$ cat src/verilog/ihc_map.svh
// Register offsets, field positions, reset values and limits of the interrupt hold block
`ifndef IHC_MAP_SVH
`define IHC_MAP_SVH

`define IHC_NSRC        8
`define IHC_CNT_W       14
`define IHC_PRIO_W      3
`define IHC_STACK_D     8
`define IHC_DEPTH_W     4

`define IHC_OFF_CTRL    12'h000
`define IHC_OFF_HOLD    12'h004
`define IHC_OFF_CORE    12'h008
`define IHC_OFF_SPRIO   12'h00C
`define IHC_OFF_SEN     12'h010
`define IHC_OFF_SFLAG   12'h014
`define IHC_OFF_STAT    12'h018

`define IHC_NEST_DIS_BIT 15

`define IHC_RST_NEST    1'b0
`define IHC_RST_CORE    3'h0
`define IHC_RST_SPRIO   24'h44_4444
`define IHC_RST_SEN     8'h00

`define IHC_BLK_LO      3'h1
`define IHC_BLK_HI      3'h6
`define IHC_LVL_MAX     3'h7

`endif

$ cat src/verilog/ihc_pkg.sv
// Types shared by the interrupt hold block
package ihc_pkg;
  `include "ihc_map.svh"
  typedef logic [`IHC_PRIO_W-1:0]  ihc_prio_t;
  typedef logic [`IHC_CNT_W-1:0]   ihc_cnt_t;
  typedef logic [`IHC_NSRC-1:0]    ihc_src_t;
  typedef logic [2:0]              ihc_idx_t;
  typedef logic [`IHC_DEPTH_W-1:0] ihc_depth_t;
endpackage : ihc_pkg

$ cat src/verilog/ihc_hold_if.sv
// Load and status signals between the register file and the hold counter
interface ihc_hold_if;
  import ihc_pkg::*;
  logic     instrLoad;
  ihc_cnt_t instrVal;
  logic     swLoad;
  ihc_cnt_t swVal;
  ihc_cnt_t count;
  logic     block;
  modport ctr  (input instrLoad, input instrVal, input swLoad, input swVal, output count, output block);
  modport user (output instrLoad, output instrVal, output swLoad, output swVal, input count, input block);
endinterface : ihc_hold_if

$ cat src/verilog/ihc_hold_counter.sv
// Interrupt hold down-counter
module ihc_hold_counter
  import ihc_pkg::*;
(
  input wire logic clock,
  input wire logic nrst,
  ihc_hold_if.ctr  hold
);

  ihc_cnt_t countQ;
  ihc_cnt_t countD;

  always_comb
  begin
    // Instruction load wins over a software write in the same cycle
    if (hold.instrLoad)
      countD = hold.instrVal;
    else if (hold.swLoad)
      countD = hold.swVal;
    else if (countQ != '0)
      countD = countQ - ihc_cnt_t'(1);
    else
      countD = countQ;
  end

  always_ff @(posedge clock or negedge nrst)
  begin
    if (!nrst)
      countQ <= '0;
    else
      countQ <= countD;
  end

  // Executing cycle itself counts, then N more; a load at zero re-arms fully
  assign hold.block = hold.instrLoad | (countQ != '0);
  assign hold.count = countQ;

  AST_LOAD_VALUE: assert property (@(posedge clock) disable iff (!nrst)
    hold.instrLoad |=> countQ == $past(hold.instrVal))
    else $error("hold counter not loaded with operand");
  AST_DECREMENT: assert property (@(posedge clock) disable iff (!nrst)
    (countQ != '0 && !hold.instrLoad && !hold.swLoad) |=> countQ == $past(countQ) - ihc_cnt_t'(1))
    else $error("hold counter did not decrement");
  AST_BLOCK_SPAN: assert property (@(posedge clock) disable iff (!nrst)
    (hold.instrLoad && hold.instrVal == ihc_cnt_t'(3) && !hold.swLoad) ##1 (!hold.instrLoad && !hold.swLoad) [*3]
    |-> ##1 !hold.block || hold.instrLoad)
    else $error("hold of 3 did not last exactly 4 cycles");
  AST_INSTR_CYCLE: assert property (@(posedge clock) disable iff (!nrst)
    hold.instrLoad |-> hold.block)
    else $error("hold instruction cycle not blocked");
  AST_RELOAD: assert property (@(posedge clock) disable iff (!nrst)
    (hold.instrLoad && countQ != '0 && hold.instrVal != '0) |=> hold.block && countQ == $past(hold.instrVal))
    else $error("reload before zero lost");
  AST_ZERO_RELOAD: assert property (@(posedge clock) disable iff (!nrst)
    (hold.instrLoad && countQ == '0 && hold.instrVal != '0) |=> hold.block [*1] ##0 countQ != '0)
    else $error("load at zero did not re-engage blocking");
  AST_SW_CLEAR: assert property (@(posedge clock) disable iff (!nrst)
    (hold.swLoad && hold.swVal == '0 && !hold.instrLoad) |=> !hold.block || hold.instrLoad)
    else $error("software clear did not end the hold");

endmodule : ihc_hold_counter

$ cat src/verilog/ihc_arbiter.sv
// Priority selection and nesting stack of serviced levels
`include "ihc_map.svh"
module ihc_arbiter
  import ihc_pkg::*;
(
  input  wire logic                        clock,
  input  wire logic                        nrst,
  input  wire ihc_src_t                    srcFlag,
  input  wire ihc_src_t                    srcEnable,
  input  wire logic [3*`IHC_NSRC-1:0]      srcPrio,
  input  wire ihc_prio_t                   coreLevel,
  input  wire logic                        nestDisable,
  input  wire logic                        holdBlock,
  input  wire logic                        takeAck,
  input  wire logic                        retDone,
  output logic                             reqValid,
  output ihc_idx_t                         reqIdx,
  output ihc_prio_t                        reqLevel,
  output ihc_prio_t                        curLevel,
  output ihc_depth_t                       depth
);

  ihc_prio_t  stackQ [`IHC_STACK_D];
  ihc_prio_t  stackD [`IHC_STACK_D];
  ihc_depth_t depthQ;
  ihc_depth_t depthD;
  logic       validQ;
  logic       validD;
  ihc_idx_t   idxQ;
  ihc_idx_t   idxD;
  ihc_prio_t  lvlQ;
  ihc_prio_t  lvlD;
  ihc_prio_t  effLevel;
  ihc_prio_t  topLevel;
  ihc_src_t   eligible;
  logic       push;
  logic       pop;

  assign topLevel = (depthQ == '0) ? 3'h0 : stackQ[depthQ[2:0] - 3'h1];
  assign effLevel = (topLevel > coreLevel) ? topLevel : coreLevel;

  always_comb
  begin
    eligible = '0;
    idxD     = idxQ;
    lvlD     = '0;
    validD   = 1'b0;
    for (int i = 0; i < `IHC_NSRC; i++)
    begin
      // Negated if disabled, flag clear or not above the running level
      eligible[i] = srcFlag[i] && srcEnable[i] && (srcPrio[3*i +: 3] > effLevel);
      if (holdBlock && srcPrio[3*i +: 3] >= `IHC_BLK_LO && srcPrio[3*i +: 3] <= `IHC_BLK_HI)
        eligible[i] = 1'b0;
      if (eligible[i] && srcPrio[3*i +: 3] > lvlD)
      begin
        lvlD   = srcPrio[3*i +: 3];
        idxD   = ihc_idx_t'(i);
        validD = 1'b1;
      end
    end
    if (nestDisable && depthQ != '0)
      validD = 1'b0;
    // Stale request must not be taken twice while the stack updates
    if (takeAck && validQ)
      validD = 1'b0;
  end

  assign push = takeAck && validQ;
  assign pop  = retDone && depthQ != '0;

  always_comb
  begin
    stackD = stackQ;
    depthD = depthQ + ihc_depth_t'(push) - ihc_depth_t'(pop);
    // Preemption after software negation is a plain push, no trap path
    if (push)
      stackD[depthD[2:0] - 3'h1] = lvlQ;
  end

  always_ff @(posedge clock or negedge nrst)
  begin
    if (!nrst)
    begin
      for (int i = 0; i < `IHC_STACK_D; i++)
        stackQ[i] <= '0;
      depthQ <= '0;
      validQ <= 1'b0;
      idxQ   <= '0;
      lvlQ   <= '0;
    end
    else
    begin
      stackQ <= stackD;
      depthQ <= depthD;
      validQ <= validD;
      idxQ   <= idxD;
      lvlQ   <= lvlD;
    end
  end

  assign reqValid = validQ;
  assign reqIdx   = idxQ;
  assign reqLevel = lvlQ;
  assign curLevel = topLevel;
  assign depth    = depthQ;

  AST_HOLD_MASK: assert property (@(posedge clock) disable iff (!nrst)
    ($past(holdBlock) && validQ) |-> lvlQ == `IHC_LVL_MAX || lvlQ == 3'h0)
    else $error("level 1 to 6 request passed during hold");
  AST_NEGATED: assert property (@(posedge clock) disable iff (!nrst)
    validQ |-> $past(srcFlag[idxD]) && $past(srcEnable[idxD]) && lvlQ > $past(effLevel))
    else $error("negated source requested");
  AST_NEST_OFF: assert property (@(posedge clock) disable iff (!nrst)
    $past(nestDisable && depthQ != '0) |-> !validQ)
    else $error("nesting while disabled");
  AST_PREEMPT: assert property (@(posedge clock) disable iff (!nrst)
    (!nestDisable && depthQ != '0 && !holdBlock && !push && (eligible != '0)) |=> validQ)
    else $error("higher request did not preempt");
  AST_SERVICE: assert property (@(posedge clock) disable iff (!nrst)
    (push && !pop && depthQ < ihc_depth_t'(`IHC_STACK_D)) |=> curLevel == $past(lvlQ) && depthQ == $past(depthQ) + 1'b1)
    else $error("taken request not serviced at its level");

endmodule : ihc_arbiter

$ cat src/verilog/ihc_top.sv
// Interrupt hold counter and nesting control with APB register access
`include "ihc_map.svh"
module ihc_top
  import ihc_pkg::*;
(
  input  wire logic        clock,
  input  wire logic        nrst,
  input  wire logic        psel,
  input  wire logic        penable,
  input  wire logic        pwrite,
  input  wire logic [11:0] paddr,
  input  wire logic [31:0] pwdata,
  input  wire logic [3:0]  pstrb,
  output logic      [31:0] prdata,
  output logic             pready,
  output logic             pslverr,
  input  wire logic        holdExec,
  input  wire ihc_cnt_t    holdOperand,
  input  wire ihc_src_t    srcEvent,
  input  wire logic        takeAck,
  input  wire logic        retDone,
  output logic             irqReq,
  output ihc_idx_t         irqIdx,
  output ihc_prio_t        irqLevel,
  output logic             holdActive,
  output ihc_prio_t        serviceLevel
);

  ihc_hold_if hold ();

  logic             nestDisQ;
  logic             nestDisD;
  ihc_prio_t        coreLvlQ;
  ihc_prio_t        coreLvlD;
  logic [23:0]      srcPrioQ;
  logic [23:0]      srcPrioD;
  ihc_src_t         srcEnQ;
  ihc_src_t         srcEnD;
  ihc_src_t         srcFlagQ;
  ihc_src_t         srcFlagD;
  logic [31:0]      rdataQ;
  logic [31:0]      rdataD;
  logic             errQ;
  logic             errD;
  logic             setup;
  logic             wrAcc;
  logic             mapped;
  logic [31:0]      rdMux;
  logic [31:0]      wmask;
  ihc_depth_t       depth;
  logic             reqValid;

  assign setup = psel && !penable;
  assign wrAcc = psel && penable && pwrite && !errQ;
  assign wmask = {{8{pstrb[3]}}, {8{pstrb[2]}}, {8{pstrb[1]}}, {8{pstrb[0]}}};

  function automatic logic [31:0] merge(input logic [31:0] old, input logic [31:0] nw, input logic [31:0] m);
    merge = (old & ~m) | (nw & m);
  endfunction : merge

  always_comb
  begin
    mapped = 1'b1;
    rdMux  = 32'h0000_0000;
    unique case (paddr)
      `IHC_OFF_CTRL:  rdMux[`IHC_NEST_DIS_BIT] = nestDisQ;
      `IHC_OFF_HOLD:  rdMux[`IHC_CNT_W-1:0] = hold.count;
      `IHC_OFF_CORE:  rdMux[2:0] = coreLvlQ;
      `IHC_OFF_SPRIO: rdMux[23:0] = srcPrioQ;
      `IHC_OFF_SEN:   rdMux[7:0] = srcEnQ;
      `IHC_OFF_SFLAG: rdMux[7:0] = srcFlagQ;
      `IHC_OFF_STAT:  rdMux[15:0] = {depth, serviceLevel, 1'b0, irqLevel, reqValid, irqIdx, holdActive};
      default:        mapped = 1'b0;
    endcase
  end

  // Register file next values
  always_comb
  begin
    nestDisD = nestDisQ;
    coreLvlD = coreLvlQ;
    srcPrioD = srcPrioQ;
    srcEnD   = srcEnQ;
    srcFlagD = srcFlagQ;
    rdataD   = rdataQ;
    errD     = errQ;
    if (setup)
    begin
      // Answer captured at setup so read data comes from a flop
      rdataD = pwrite ? 32'h0000_0000 : rdMux;
      errD   = !mapped;
    end
    if (wrAcc)
    begin
      unique case (paddr)
        `IHC_OFF_CTRL:
        begin
          if (pstrb[1])
            nestDisD = pwdata[`IHC_NEST_DIS_BIT];
        end
        `IHC_OFF_CORE:
        begin
          if (pstrb[0])
            coreLvlD = pwdata[2:0];
        end
        `IHC_OFF_SPRIO: srcPrioD = 24'(merge({8'h00, srcPrioQ}, pwdata, wmask));
        `IHC_OFF_SEN:
        begin
          if (pstrb[0])
            srcEnD = pwdata[7:0];
        end
        `IHC_OFF_SFLAG:
        begin
          if (pstrb[0])
            srcFlagD = srcFlagQ & ~pwdata[7:0];
        end
        default: ;
      endcase
    end
    // Event beats a same-cycle clear
    srcFlagD = srcFlagD | srcEvent;
  end

  always_ff @(posedge clock or negedge nrst)
  begin
    if (!nrst)
    begin
      nestDisQ <= `IHC_RST_NEST;
      coreLvlQ <= `IHC_RST_CORE;
      srcPrioQ <= `IHC_RST_SPRIO;
      srcEnQ   <= `IHC_RST_SEN;
      srcFlagQ <= '0;
      rdataQ   <= 32'h0000_0000;
      errQ     <= 1'b0;
    end
    else
    begin
      nestDisQ <= nestDisD;
      coreLvlQ <= coreLvlD;
      srcPrioQ <= srcPrioD;
      srcEnQ   <= srcEnD;
      srcFlagQ <= srcFlagD;
      rdataQ   <= rdataD;
      errQ     <= errD;
    end
  end

  assign prdata  = rdataQ;
  assign pready  = 1'b1;
  assign pslverr = psel && penable && errQ;

  // Low-pin writes of the counter word only touch the count field
  assign hold.instrLoad = holdExec;
  assign hold.instrVal  = holdOperand;
  assign hold.swLoad    = wrAcc && paddr == `IHC_OFF_HOLD && (pstrb[0] || pstrb[1]);
  assign hold.swVal     = ihc_cnt_t'(merge({18'h0_0000, hold.count}, pwdata, wmask));

  ihc_hold_counter u_counter (
    .clock (clock),
    .nrst  (nrst),
    .hold  (hold.ctr)
  );

  ihc_arbiter u_arbiter (
    .clock       (clock),
    .nrst        (nrst),
    .srcFlag     (srcFlagQ),
    .srcEnable   (srcEnQ),
    .srcPrio     (srcPrioQ),
    .coreLevel   (coreLvlQ),
    .nestDisable (nestDisQ),
    .holdBlock   (hold.block),
    .takeAck     (takeAck),
    .retDone     (retDone),
    .reqValid    (reqValid),
    .reqIdx      (irqIdx),
    .reqLevel    (irqLevel),
    .curLevel    (serviceLevel),
    .depth       (depth)
  );

  assign irqReq     = reqValid;
  assign holdActive = hold.block;

  AST_FLAG_SET_WINS: assert property (@(posedge clock) disable iff (!nrst)
    (srcEvent != '0) |=> (srcFlagQ & $past(srcEvent)) == $past(srcEvent))
    else $error("event lost against flag clear");
  AST_NEST_BIT: assert property (@(posedge clock) disable iff (!nrst)
    (wrAcc && paddr == `IHC_OFF_CTRL && pstrb[1]) |=> nestDisQ == $past(pwdata[`IHC_NEST_DIS_BIT]))
    else $error("nesting-disable bit not written");
  AST_APB_ERR: assert property (@(posedge clock) disable iff (!nrst)
    (setup && !mapped) |=> pslverr || !(psel && penable))
    else $error("unmapped address not flagged");

endmodule : ihc_top

$ cat config.mk
export PLATFORM = sky130hd
export DESIGN_NAME = ihc_top
export DESIGN_NICKNAME = d
export VERILOG_FILES = /design/src/verilog/ihc_pkg.sv /design/src/verilog/ihc_hold_if.sv /design/src/verilog/ihc_hold_counter.sv /design/src/verilog/ihc_arbiter.sv /design/src/verilog/ihc_top.sv
export VERILOG_INCLUDE_DIRS = /design/src /design/src/verilog
export SDC_FILE = /design/constraint.sdc
export NUM_CORES = 1
export LEC_CHECK = 0
export BUFFER_PORTS_ARGS = -buffer_cell sky130_fd_sc_hd__buf_2
export CORE_ASPECT_RATIO = 0.9
export CORE_MARGIN = 10
export CORE_UTILIZATION = 50
export DETAILED_ROUTE_END_ITERATION = 10
export PLACE_DENSITY = 0.72
export SYNTH_ARGS = -nofsm -noshare
export SYNTH_HDL_FRONTEND = slang
export SYNTH_HIERARCHICAL = 1
export SYNTH_SLANG_ARGS = --single-unit
$ cat constraint.sdc
create_clock -name clock -period 15.5 [get_ports clock]
set_input_delay 4.65 -clock clock [delete_from_list [all_inputs] [get_ports clock]]
set_output_delay 4.65 -clock clock [all_outputs]
set_load 0.1 [all_outputs]
==> results of run 1 <==
## through the flow
| step | setup WS [ns] | util | instances | hold slack, ns |
|---|---|---|---|---|
| after floorplan | 0.0749 | - | 802 | 0.446 |
| after global placement | 0.191 | 0.562 | 1084 | 0.459 |
| after detailed placement | 0.0900 | 0.562 | 1084 | 0.469 |
| after CTS | 0.436 | 0.602 | 1116 | 0.480 |
| after global routing | -0.0177 | 0.604 | 1116 | 0.509 |
| final | 0.447 | 0.604 | 1116 | 0.479 |
## power by group
group / switching (W) / internal, W
clock: 0.000145 / 0.000272
combinational: 0.000108 / 0.0000680
sequential: 0.0000194 / 0.000319
## logic make-up after synthesis
kind of cell / synth area share
AND/OR/NAND/NOR: 0.169
AO/OA/AOI/OAI: 0.152
multiplexers: 0.161
XOR/XNOR: 0.0153
flip-flops: 0.369
adder cells (fa/ha/maj): 0.0914
buffers and inverters: 0.0399
other: 0.000937
## final timing paths
| kind | from | endpoint | slack [ns] | cells after the start |
|---|---|---|---|---|
| setup / recovery | holdExec | u_arbiter/reqIdx[0] | 0.45 | 53 |
| hold reg to reg | prdata[12] | prdata[12] | 0.48 | 2 |
| setup reg to reg | u_arbiter/depth[0] | u_arbiter/reqIdx[0] | 1.24 | 61 |
| max in group asynchronous | nrst | async pin | 9.89 | 2 |
| hold / removal | prdata[12] | prdata[12] | 0.48 | 2 |
| min in group asynchronous | nrst | prdata[16] | 4.23 | 1 |
## critical path, delay by kind of cell
family          cells  cell delay, ns
mux                 2            0.50
buf+inv             4            0.37
compound gates     13            2.63
fa+ha+maj           7            1.94
simple gates       27            5.22
## layer usage
| metal | vias to the layer above | wire length [um] | global-route usage |
|---|---|---|---|
| met5 | - | 0 | 0 |
| met2 | 283 | 10700 | 0.326 |
| met3 | 25 | 1840 | 0.0594 |
| met1 | 3346 | 10800 | 0.296 |
| li1 | 3205 | - | - |
| met4 | 0 | 250 | 0.0368 |
## layout make-up
cell class | instances | area [um2] | area share
well taps | 202 | 253 | 0.0269
inverters | 34 | 128 | 0.0136
multi-input cells | 613 | 4810 | 0.512
flip-flops and latches | 118 | 2960 | 0.315
repair buffers | 117 | 621 | 0.0660
clock inverters | 13 | 179 | 0.0190
clock buffers | 19 | 443 | 0.0471
## cells in the final DEF (no fill, tap or decap), types with 13 or more instances in the layout
master / netlist / routed
dfrtp_1: 112 / 112
buf_2: 4 / 103
mux2_2: 78 / 78
ha_1: 57 / 57
nand2_1: 56 / 55
nor2_1: 38 / 38
inv_1: 33 / 33
o21ai_0: 30 / 30
a21oi_1: 28 / 28
nand3_1: 28 / 28
mux2i_1: 27 / 27
nand4_1: 19 / 19
clkbuf_16: 0 / 17
nor3_1: 16 / 15
buf_4: 9 / 14
a21o_1: 13 / 13
a22oi_1: 13 / 13
==> metrics, run 1 <==
chip height=approximately 140 um; Max Fclk=approximately 0.066 GHz; DRC Markers=0; post-CTS sizing=0; Initial Util=0.516; register bit total from synthesis=between 100 and 150; CTS H-tree lvls=4; CP Max Fanout=9; Final Instance Area=approximately 9400 um2; RD Place Congestion=a little over 0.9; Synth Cell Area=around 8000 um2; post-route ant nets=0; routed length per instance=about 21 um; vias in the first global route=6611; Critical Path AT=15.35 ns; outcome=completed; DP HPWL=between 15000 and 20000 um; Die ar.=approximately 22000 um2; peak supply drop=0.0891 mV; hold buffers post-CTS=0; ys flop type=dfrtp_1; Mean Syn Cell Area=~10 um2; Worst setup EP type=flop; Leakage=4.35 nW; Worst Max-Slew Pin Slew=~0.95 ns; largest net degree at the start of global routing=74; Worst path most repeated cell=ha_1; gr ovfl total=0; final setup fails=0; maximum buffer depth of the clock tree=2; Die X=~150 um; count of standard-cell rows=between 40 and 50; unique cell type count in the Yosys netlist=83; IO Count=123; share of Yosys cell area claimed by the top area cell type=0.350; Final Slew Violations=0; period utilization=0.971; crit path kind=in2reg; startpoint types=input port; via count=~6900; Layout fillers=1324; area leader, netlist=dfrtp_1; placed cell area=approximately 8700 um2; Worst Clk Skew=~0.011 ns; total power=0.000932 W; final hold vios=0; first-pass GRT wire length=around 37000 um; cells after synthesis=between 700 and 800; worst hold path class=reg2reg; FFs w/ async S/R, synth=1.00; Yosys Warn Count=6; total CTS buffers=17; Power Density=~99 nW/um2; Nets=approximately 1000; area grow syn2layout=17.2%; Tmin final=approximately 15 ns; post-CTS setup buffers=0; register clock-pin slew on the reported worst setup and hold paths=roughly 0.060 ns; Max Cap Viol=0; most common library cells after synthesis=dfrtp_1 (112), mux2_2 (78), ha_1 (57), nand2_1 (56), nor2_1 (38); core footprint=around 16000 um2; CTS Sinks=between 100 and 150; Worst path max stage delay=0.45 ns; Skew-Pair Late Insertion Delay=between 0.4 and 0.5 ns; IO Port Bufs=104; layout cells sized above 1=0.298; Total GRT Usage=0.213; final setup TNS=0 ns; largest cells by area after synthesis=dfrtp_1 (35%), mux2_2 (11%), ha_1 (8.9%), mux2i_1 (3.4%), nand2_1 (2.6%); Iter 0 DRT Violations=620; DR pass1 iterations=5; Worst EP required=approximately 16 ns; clk root buf=clkbuf_16; Post-Route WL=between 20000 and 25000 um; Seq/Total Area, Yosys=0.369; Via density=around 6; Critical Path Slowest Stage Cell=or3_1; cell with the most instances after synthesis=dfrtp_1; Slew headroom=0.366; CTS tree=done; EDFF count, synth=0; initial antenna violation count=0; ANT cells=0
Note: power is estimated with default switching activity, not from simulation.
==> inputs of run 2 (changes only) <==
--- a/config.mk
+++ b/config.mk
@@ -6,12 +6,11 @@
 export SDC_FILE = /design/constraint.sdc
 export NUM_CORES = 1
 export LEC_CHECK = 0
-export BUFFER_PORTS_ARGS = -buffer_cell sky130_fd_sc_hd__buf_2
+export BUFFER_PORTS_ARGS = -buffer_cell sky130_fd_sc_hd__buf_4
 export CORE_ASPECT_RATIO = 0.9
 export CORE_MARGIN = 10
-export CORE_UTILIZATION = 50
+export CORE_UTILIZATION = 30
 export DETAILED_ROUTE_END_ITERATION = 10
-export PLACE_DENSITY = 0.72
 export SYNTH_ARGS = -nofsm -noshare
 export SYNTH_HDL_FRONTEND = slang
 export SYNTH_HIERARCHICAL = 1
==> constraint.sdc (replaced) <==
create_clock -name clock -period 16.4 [get_ports clock]
set_input_delay 4.92 -clock clock [delete_from_list [all_inputs] [get_ports clock]]
set_output_delay 4.92 -clock clock [all_outputs]
set_load 0.1 [all_outputs]
==> run 2 against run 1 <==
Net effect:
- register-to-register slack improved by 0.70 ns
- clock power decreased by 12%
- combinational power down 3%
- total power fell by 8.0%
- non-clock buffer count is the same
- worst setup slack improved by 0.45 ns
- first-iteration DRC count is 1.9% lower
- final cell count is 13% higher
- design area increased by 3.8%
- critical path type unchanged
- critical endpoint unchanged
==> metrics, run 2 (synthesized netlist as in run 1, its figures left out) <==
Worst EP required=16.70 ns (was 15.80 ns); R2R Path Start=u_arbiter/depth[0] (unchanged); Via density=5.41 (was 6.15); post-CTS sizing=0 (unchanged); Total GRT Usage=0.156 (was 0.213); CP Max Fanout=9 (unchanged); Worst Clk Skew=0.00594 ns (was 0.0109 ns); IO Port Bufs=104 (unchanged); Tmin final=around 16 ns; Worst Setup SP=holdExec (unchanged); Nets=1037 (unchanged); layout cells sized above 1=0.290 (was 0.298); post-route ant nets=0 (unchanged); DR pass1 iterations=5 (unchanged); final setup TNS=0 ns (unchanged); via count=6824 (was 6859); register clock-pin slew on the reported worst setup and hold paths=0.06 ns (about the same); Critical Path Slowest Stage Cell=a2111oi_1 (was or3_1); fin util=0.372 (was 0.604); Critical Path AT=15.80 ns (was 15.35 ns); chip height=175 um (was 140 um); outcome=completed (unchanged); post-CTS setup buffers=0 (unchanged); vias in the first global route=6763 (was 6611); total CTS buffers=17 (unchanged); Max Fclk=roughly 0.065 GHz; first-pass GRT wire length=40500 um (was 37100 um); initial antenna violation count=0 (unchanged); Worst path most repeated cell=ha_1 (unchanged); peak supply drop=0.0556 mV (was 0.0891 mV); ANT cells=0 (unchanged); crit path kind=in2reg (unchanged); startpoint types=input port (unchanged); Worst Max-Slew Pin Slew=1.10 ns (was 0.951 ns); Worst setup EP type=flop (unchanged); Layout fillers=2667 (was 1324); CTS H-tree lvls=4 (unchanged); Slew headroom=0.260 (was 0.366); maximum buffer depth of the clock tree=2 (unchanged); DP HPWL=20500 um (was 17700 um); Die ar.=33700 um2 (was 21500 um2); Initial Util=0.306 (was 0.516); commonest non-fill, non-tap cells in the layout=buf_4 (117), dfrtp_1 (112), mux2_2 (78), ha_1 (57), nand2_1 (56) (was dfrtp_1 (112), buf_2 (103), mux2_2 (78), ha_1 (57), nand2_1 (55)); Skew-Pair Late Insertion Delay=0.42 ns (about the same); Max Cap Viol=0 (unchanged); Final Slew Violations=0 (unchanged); CTS tree=done (unchanged); Worst path max stage delay=0.57 ns (was 0.45 ns); DRC Markers=0 (unchanged); gr ovfl total=0 (unchanged); RSZ-0062 raised after global routing=false; core footprint=26200 um2 (was 15500 um2); final hold vios=0 (unchanged); count of standard-cell rows=56 (was 43); final setup fails=0 (unchanged); largest net degree at the start of global routing=66 (was 74); CTS Sinks=118 (unchanged); worst hold path class=reg2reg (unchanged); clk root buf=clkbuf_16 (unchanged); hold wc startpoint=nestDisQ (was prdata[12]); Post-Route WL=26500 um (was 23600 um); area grow syn2layout=21.6% (was 17.2%); period utilization=0.945; routed length per instance=21.0 um (was 21.1 um); Die X=192 um (was 153 um); RD Place Congestion=0.910 (was 0.906); commonest non-fill, non-tap cell in the layout=buf_4 (was dfrtp_1); Power Density=87.9 nW/um2 (was 99.1 nW/um2); IO Count=123 (unchanged); Leakage=4.38 nW (was 4.35 nW); Iter 0 DRT Violations=608 (was 620); hold buffers post-CTS=0 (unchanged)
-- run 2: cell type report --
| class | instances | area, um2 | area share |
|---|---|---|---|
| inverters | 34 | 128 | 0.0131 |
| repair buffers | 117 | 878 | 0.0901 |
| clock inverters | 10 | 96.3 | 0.00988 |
| flip-flops and latches | 118 | 2960 | 0.304 |
| clock buffers | 22 | 484 | 0.0496 |
| multi-input cells | 613 | 4770 | 0.489 |
| well taps | 348 | 435 | 0.0446 |
-- run 2: where the power goes --
part	switching [W]	internal [W]	total (W)
sequential	0.0000197	0.000301	0.000321
combinational	0.000102	0.0000685	0.000170
clock	0.000141	0.000225	0.000366
-- run 2: per-stage QoR --
stage | instance area [um2] | worst slack, ns | hold WS (ns) | total power, W | cells
final | 9750 | 0.899 | 0.487 | 0.000857 | 1262
after floorplan | 8050 | 0.705 | 0.446 | 0.000443 | 802
after global routing | 9750 | 0.103 | 0.511 | 0.000897 | 1262
after global placement | 9170 | 0.642 | 0.464 | 0.000491 | 1230
after CTS | 9750 | 0.993 | 0.489 | 0.000862 | 1262
after detailed placement | 9170 | 0.578 | 0.481 | 0.000493 | 1230
-- run 2: final timing paths --
kind / slack [ns] / depth (start not counted) / endpoint
worst min-delay path: 0.49 / 1 / u_arbiter/reqValid
min in group asynchronous: 4.62 / 1 / u_arbiter/stackQ[23]
max in group asynchronous: 10.54 / 2 / u_arbiter/depth[0]
worst max-delay path: 0.90 / 55 / u_arbiter/reqIdx[0]
worst max register to register: 1.94 / 66 / u_arbiter/reqIdx[0]
worst min register to register: 0.49 / 1 / u_arbiter/reqValid
-- run 2: worst max-delay path: cells and delay by family --
| kind | cells | cell delay [ns] |
|---|---|---|
| AOI/OAI and AO/OA | 15 | 3.25 |
| adders and majority gates | 7 | 1.89 |
| buffers and inverters | 6 | 0.74 |
| muxes | 2 | 0.43 |
| and+or+nand+nor | 25 | 4.58 |
-- run 2: metal layers --
layer | routed length [um] | vias up | track usage
li1 | - | 3175 | -
met1 | 12700 | 3364 | 0.221
met2 | 11300 | 252 | 0.222
met3 | 1930 | 33 | 0.0390
met4 | 568 | 0 | 0.0526
met5 | 0 | - | 0
==> inputs of run 3 (changes only) <==
--- a/config.mk
+++ b/config.mk
@@ -13,5 +13,4 @@
 export DETAILED_ROUTE_END_ITERATION = 10
 export SYNTH_ARGS = -nofsm -noshare
 export SYNTH_HDL_FRONTEND = slang
-export SYNTH_HIERARCHICAL = 1
 export SYNTH_SLANG_ARGS = --single-unit
==> run 3 against run 2 <==
Net effect:
- the run now ends with setup timing left
- worst hold slack got worse by 0.0091 ns
- fmax is 9.7% lower
- worst setup slack worse by 1.7 ns
- clock-buffer cell count is 4 lower
- utilization up 5.3 points
- sequential power decreased by 2%
- sequential cell count is the same
- clock skew up 0.0047 ns
- via count grew 13%
- routed wire length up 8.3%
- critical path depth rose by 18
- register-to-register slack got worse by 1.3 ns
- critical endpoint is now u_arbiter.reqLevel[0]
==> metrics, run 3 <==
Leakage=4.97 nW (was 4.38 nW); ys flop type=dfrtp_1 (unchanged); CP Max Fanout=7 (was 9); Seq/Total Area, Yosys=0.370 (was 0.369); share of Yosys cell area claimed by the top area cell type=0.350 (about the same); Mean Syn Cell Area=9.37 um2 (was 10.1 um2); hold wc startpoint=prdata[11] (was nestDisQ); Worst path most repeated cell=o21a_1 (was ha_1); R2R Path Start=u_arbiter.depth[1] (was u_arbiter/depth[0]); Synth Cell Area=8010 um2 (was 8020 um2); CTS Sinks=118 (unchanged); count of standard-cell rows=56 (unchanged); outcome=finished, violations left (was completed); IO Port Bufs=104 (unchanged); final setup TNS=-4.89 ns (was 0 ns); CTS H-tree lvls=4 (unchanged); Critical Path AT=17.45 ns (was 15.80 ns); largest net degree at the start of global routing=69 (was 66); clk root buf=clkbuf_16 (unchanged); register bit total from synthesis=118 (unchanged); Iter 0 DRT Violations=716 (was 608); startpoint types=input port (unchanged); DRC Markers=0 (unchanged); commonest non-fill, non-tap cells in the layout=buf_4 (225), nand2_1 (115), dfrtp_1 (112), o21ai_0 (56), mux2_2 (51) (was buf_4 (117), dfrtp_1 (112), mux2_2 (78), ha_1 (57), nand2_1 (56)); CTS tree=done (unchanged); FF/Latch Area=2960 um2 (unchanged); Max Fclk=0.0583 GHz (was 0.0645 GHz); via count=7715 (was 6824); vias in the first global route=7668 (was 6763); most common library cells after synthesis=nand2_1 (119), dfrtp_1 (112), o21ai_0 (58), mux2_2 (53), inv_1 (48) (was dfrtp_1 (112), mux2_2 (78), ha_1 (57), nand2_1 (56), nor2_1 (38)); FFs w/ async S/R, synth=1.00 (unchanged); Final Slew Violations=0 (unchanged); first-pass GRT wire length=44600 um (was 40500 um); failing checks=setup timing; RD Place Congestion=0.911 (was 0.910); period utilization=1.05 (was 0.945); Worst setup EP type=flop (unchanged); Die X=192 um (about the same); Via density=5.38 (was 5.41); Slew headroom=0.204 (was 0.260); post-route ant nets=0 (unchanged); core footprint=26200 um2 (unchanged); Layout fillers=2594 (was 2667); Max Cap Viol=0 (unchanged); chip height=175 um (about the same); RSZ-0062 raised after global routing=true (was false); crit path kind=in2reg (unchanged); layout cells sized above 1=0.382 (was 0.290); total power=0.00121 W (was 0.000857 W); pre-CTS setup slack=-1.37 ns (was 0.578 ns); initial antenna violation count=0 (unchanged); IO Count=123 (unchanged); DP HPWL=21400 um (was 20500 um); Worst Max-Slew Pin Slew=1.18 ns (was 1.10 ns); Worst Clk Skew=0.0107 ns (was 0.00594 ns); maximum buffer depth of the clock tree=2 (unchanged); register clock-pin slew on the reported worst setup and hold paths=0.06 ns (about the same); Post-Route WL=28600 um (was 26500 um); Skew-Pair Late Insertion Delay=0.43 ns (was 0.42 ns); Tmin final=17.17 ns (was 15.50 ns); DR pass1 iterations=5 (unchanged); Power Density=108 nW/um2 (was 87.9 nW/um2); Die ar.=33600 um2 (was 33700 um2); number of buffer and inverter stages on the critical path=8 (was 6); Final WS setup=-0.766 ns (was 0.899 ns); Yosys Warn Count=0 (was 6); ANT cells=0 (unchanged); peak supply drop=0.0710 mV (was 0.0556 mV); area leader, netlist=dfrtp_1 (unchanged); Initial Util=0.306 (about the same); largest cells by area after synthesis=dfrtp_1 (35%), mux2_2 (7.5%), ha_1 (7.2%), nand2_1 (5.6%), o21ai_0 (3.6%) (was dfrtp_1 (35%), mux2_2 (11%), ha_1 (8.9%), mux2i_1 (3.4%), nand2_1 (2.6%)); Nets=1197 (was 1037); Worst EP required=16.69 ns (was 16.70 ns); unique cell type count in the Yosys netlist=97 (was 83); worst hold path class=reg2reg (unchanged); Worst path max stage delay=0.41 ns (was 0.57 ns); area grow syn2layout=39.0% (was 21.6%); EDFF count, synth=0 (unchanged); gr ovfl total=0 (unchanged); Critical Path Slowest Stage Cell=a311o_1 (was a2111oi_1); total CTS buffers=17 (unchanged); final setup fails=7 (was 0); commonest non-fill, non-tap cell in the layout=buf_4 (unchanged); CP delay by family, top=compound AO/OA/AOI/OAI gates (was simple AND/OR/NAND/NOR gates); Multi-input gate area=5180 um2 (was 4770 um2); final hold vios=0 (unchanged); Worst Setup SP=holdExec (unchanged); cells after synthesis=855 (was 795); routed length per instance=20.0 um (was 21.0 um); Total GRT Usage=0.170 (was 0.156); cell with the most instances after synthesis=nand2_1 (was dfrtp_1)
run 3: area by class of cell:
class | count | area share
inverters | 51 | 0.0183
multi-input cells | 654 | 0.465
repair buffers | 230 | 0.157
well taps | 348 | 0.0391
flip-flops and latches | 118 | 0.266
clock buffers | 18 | 0.0386
clock inverters | 14 | 0.0160
run 3: power by group:
part / switching (W) / internal, W
sequential: 0.0000141 / 0.000302
clock: 0.000150 / 0.000241
combinational: 0.000295 / 0.000204
run 3: timing repair:
item | CTS | global route
pin swaps | 13 | 13
resized for setup | 33 | 24
hold buffers | 0 | 0
setup endpoints to repair | 7 | 7
setup buffers | 47 | 11
run 3: worst paths after layout:
kind                                         end  slack, ns  cells after the start
min in group asynchronous    u_arbiter.stackQ[2]       4.62                      1
min                                   prdata[11]       0.48                      2
max in group asynchronous              async pin      10.54                      2
min reg2reg                           prdata[11]       0.48                      2
max reg2reg                u_arbiter.reqLevel[0]       0.60                     83
max                        u_arbiter.reqLevel[0]      -0.77                     73
run 3: routing by layer:
layer	track usage	vias to the layer above	part of all wire
met2	0.262	295	0.46
met5	0	-	0
met1	0.229	3766	0.44
li1	-	3608	-
met3	0.0360	46	0.077
met4	0.0584	0	0.028
run 3: per-stage QoR:
step	utilization	std cells	instance area [um2]	hold slack [ns]
2_1_floorplan	-	862	8220	0.458
3_3_place_gp	0.372	1343	9750	0.462
3_5_place_dp	0.372	1343	9750	0.471
4_1_cts	0.417	1422	10900	0.485
5_1_grt	0.425	1433	11100	0.503
6_report	0.425	1433	11100	0.478
run 3: logic make-up (layout without fill, tap and decap cells):
family	count (synthesis)	count (layout)	share of synthesized area
and+or+nand+nor	262	262	0.162
AOI/OAI and AO/OA	244	244	0.218
DFF	118	118	0.370
buffers and inverters	90	313	0.0498
muxes	69	69	0.0994
adders and majority gates	49	49	0.0769
xor gates and xnor gates	21	21	0.0239
other	2	9	0.000938
run 3: worst min-delay path, cell delays in order (launching register included):
cell and delay [ns]:
dfrtp_1 0.34, nand2_1 0.05, o21ai_0 0.06
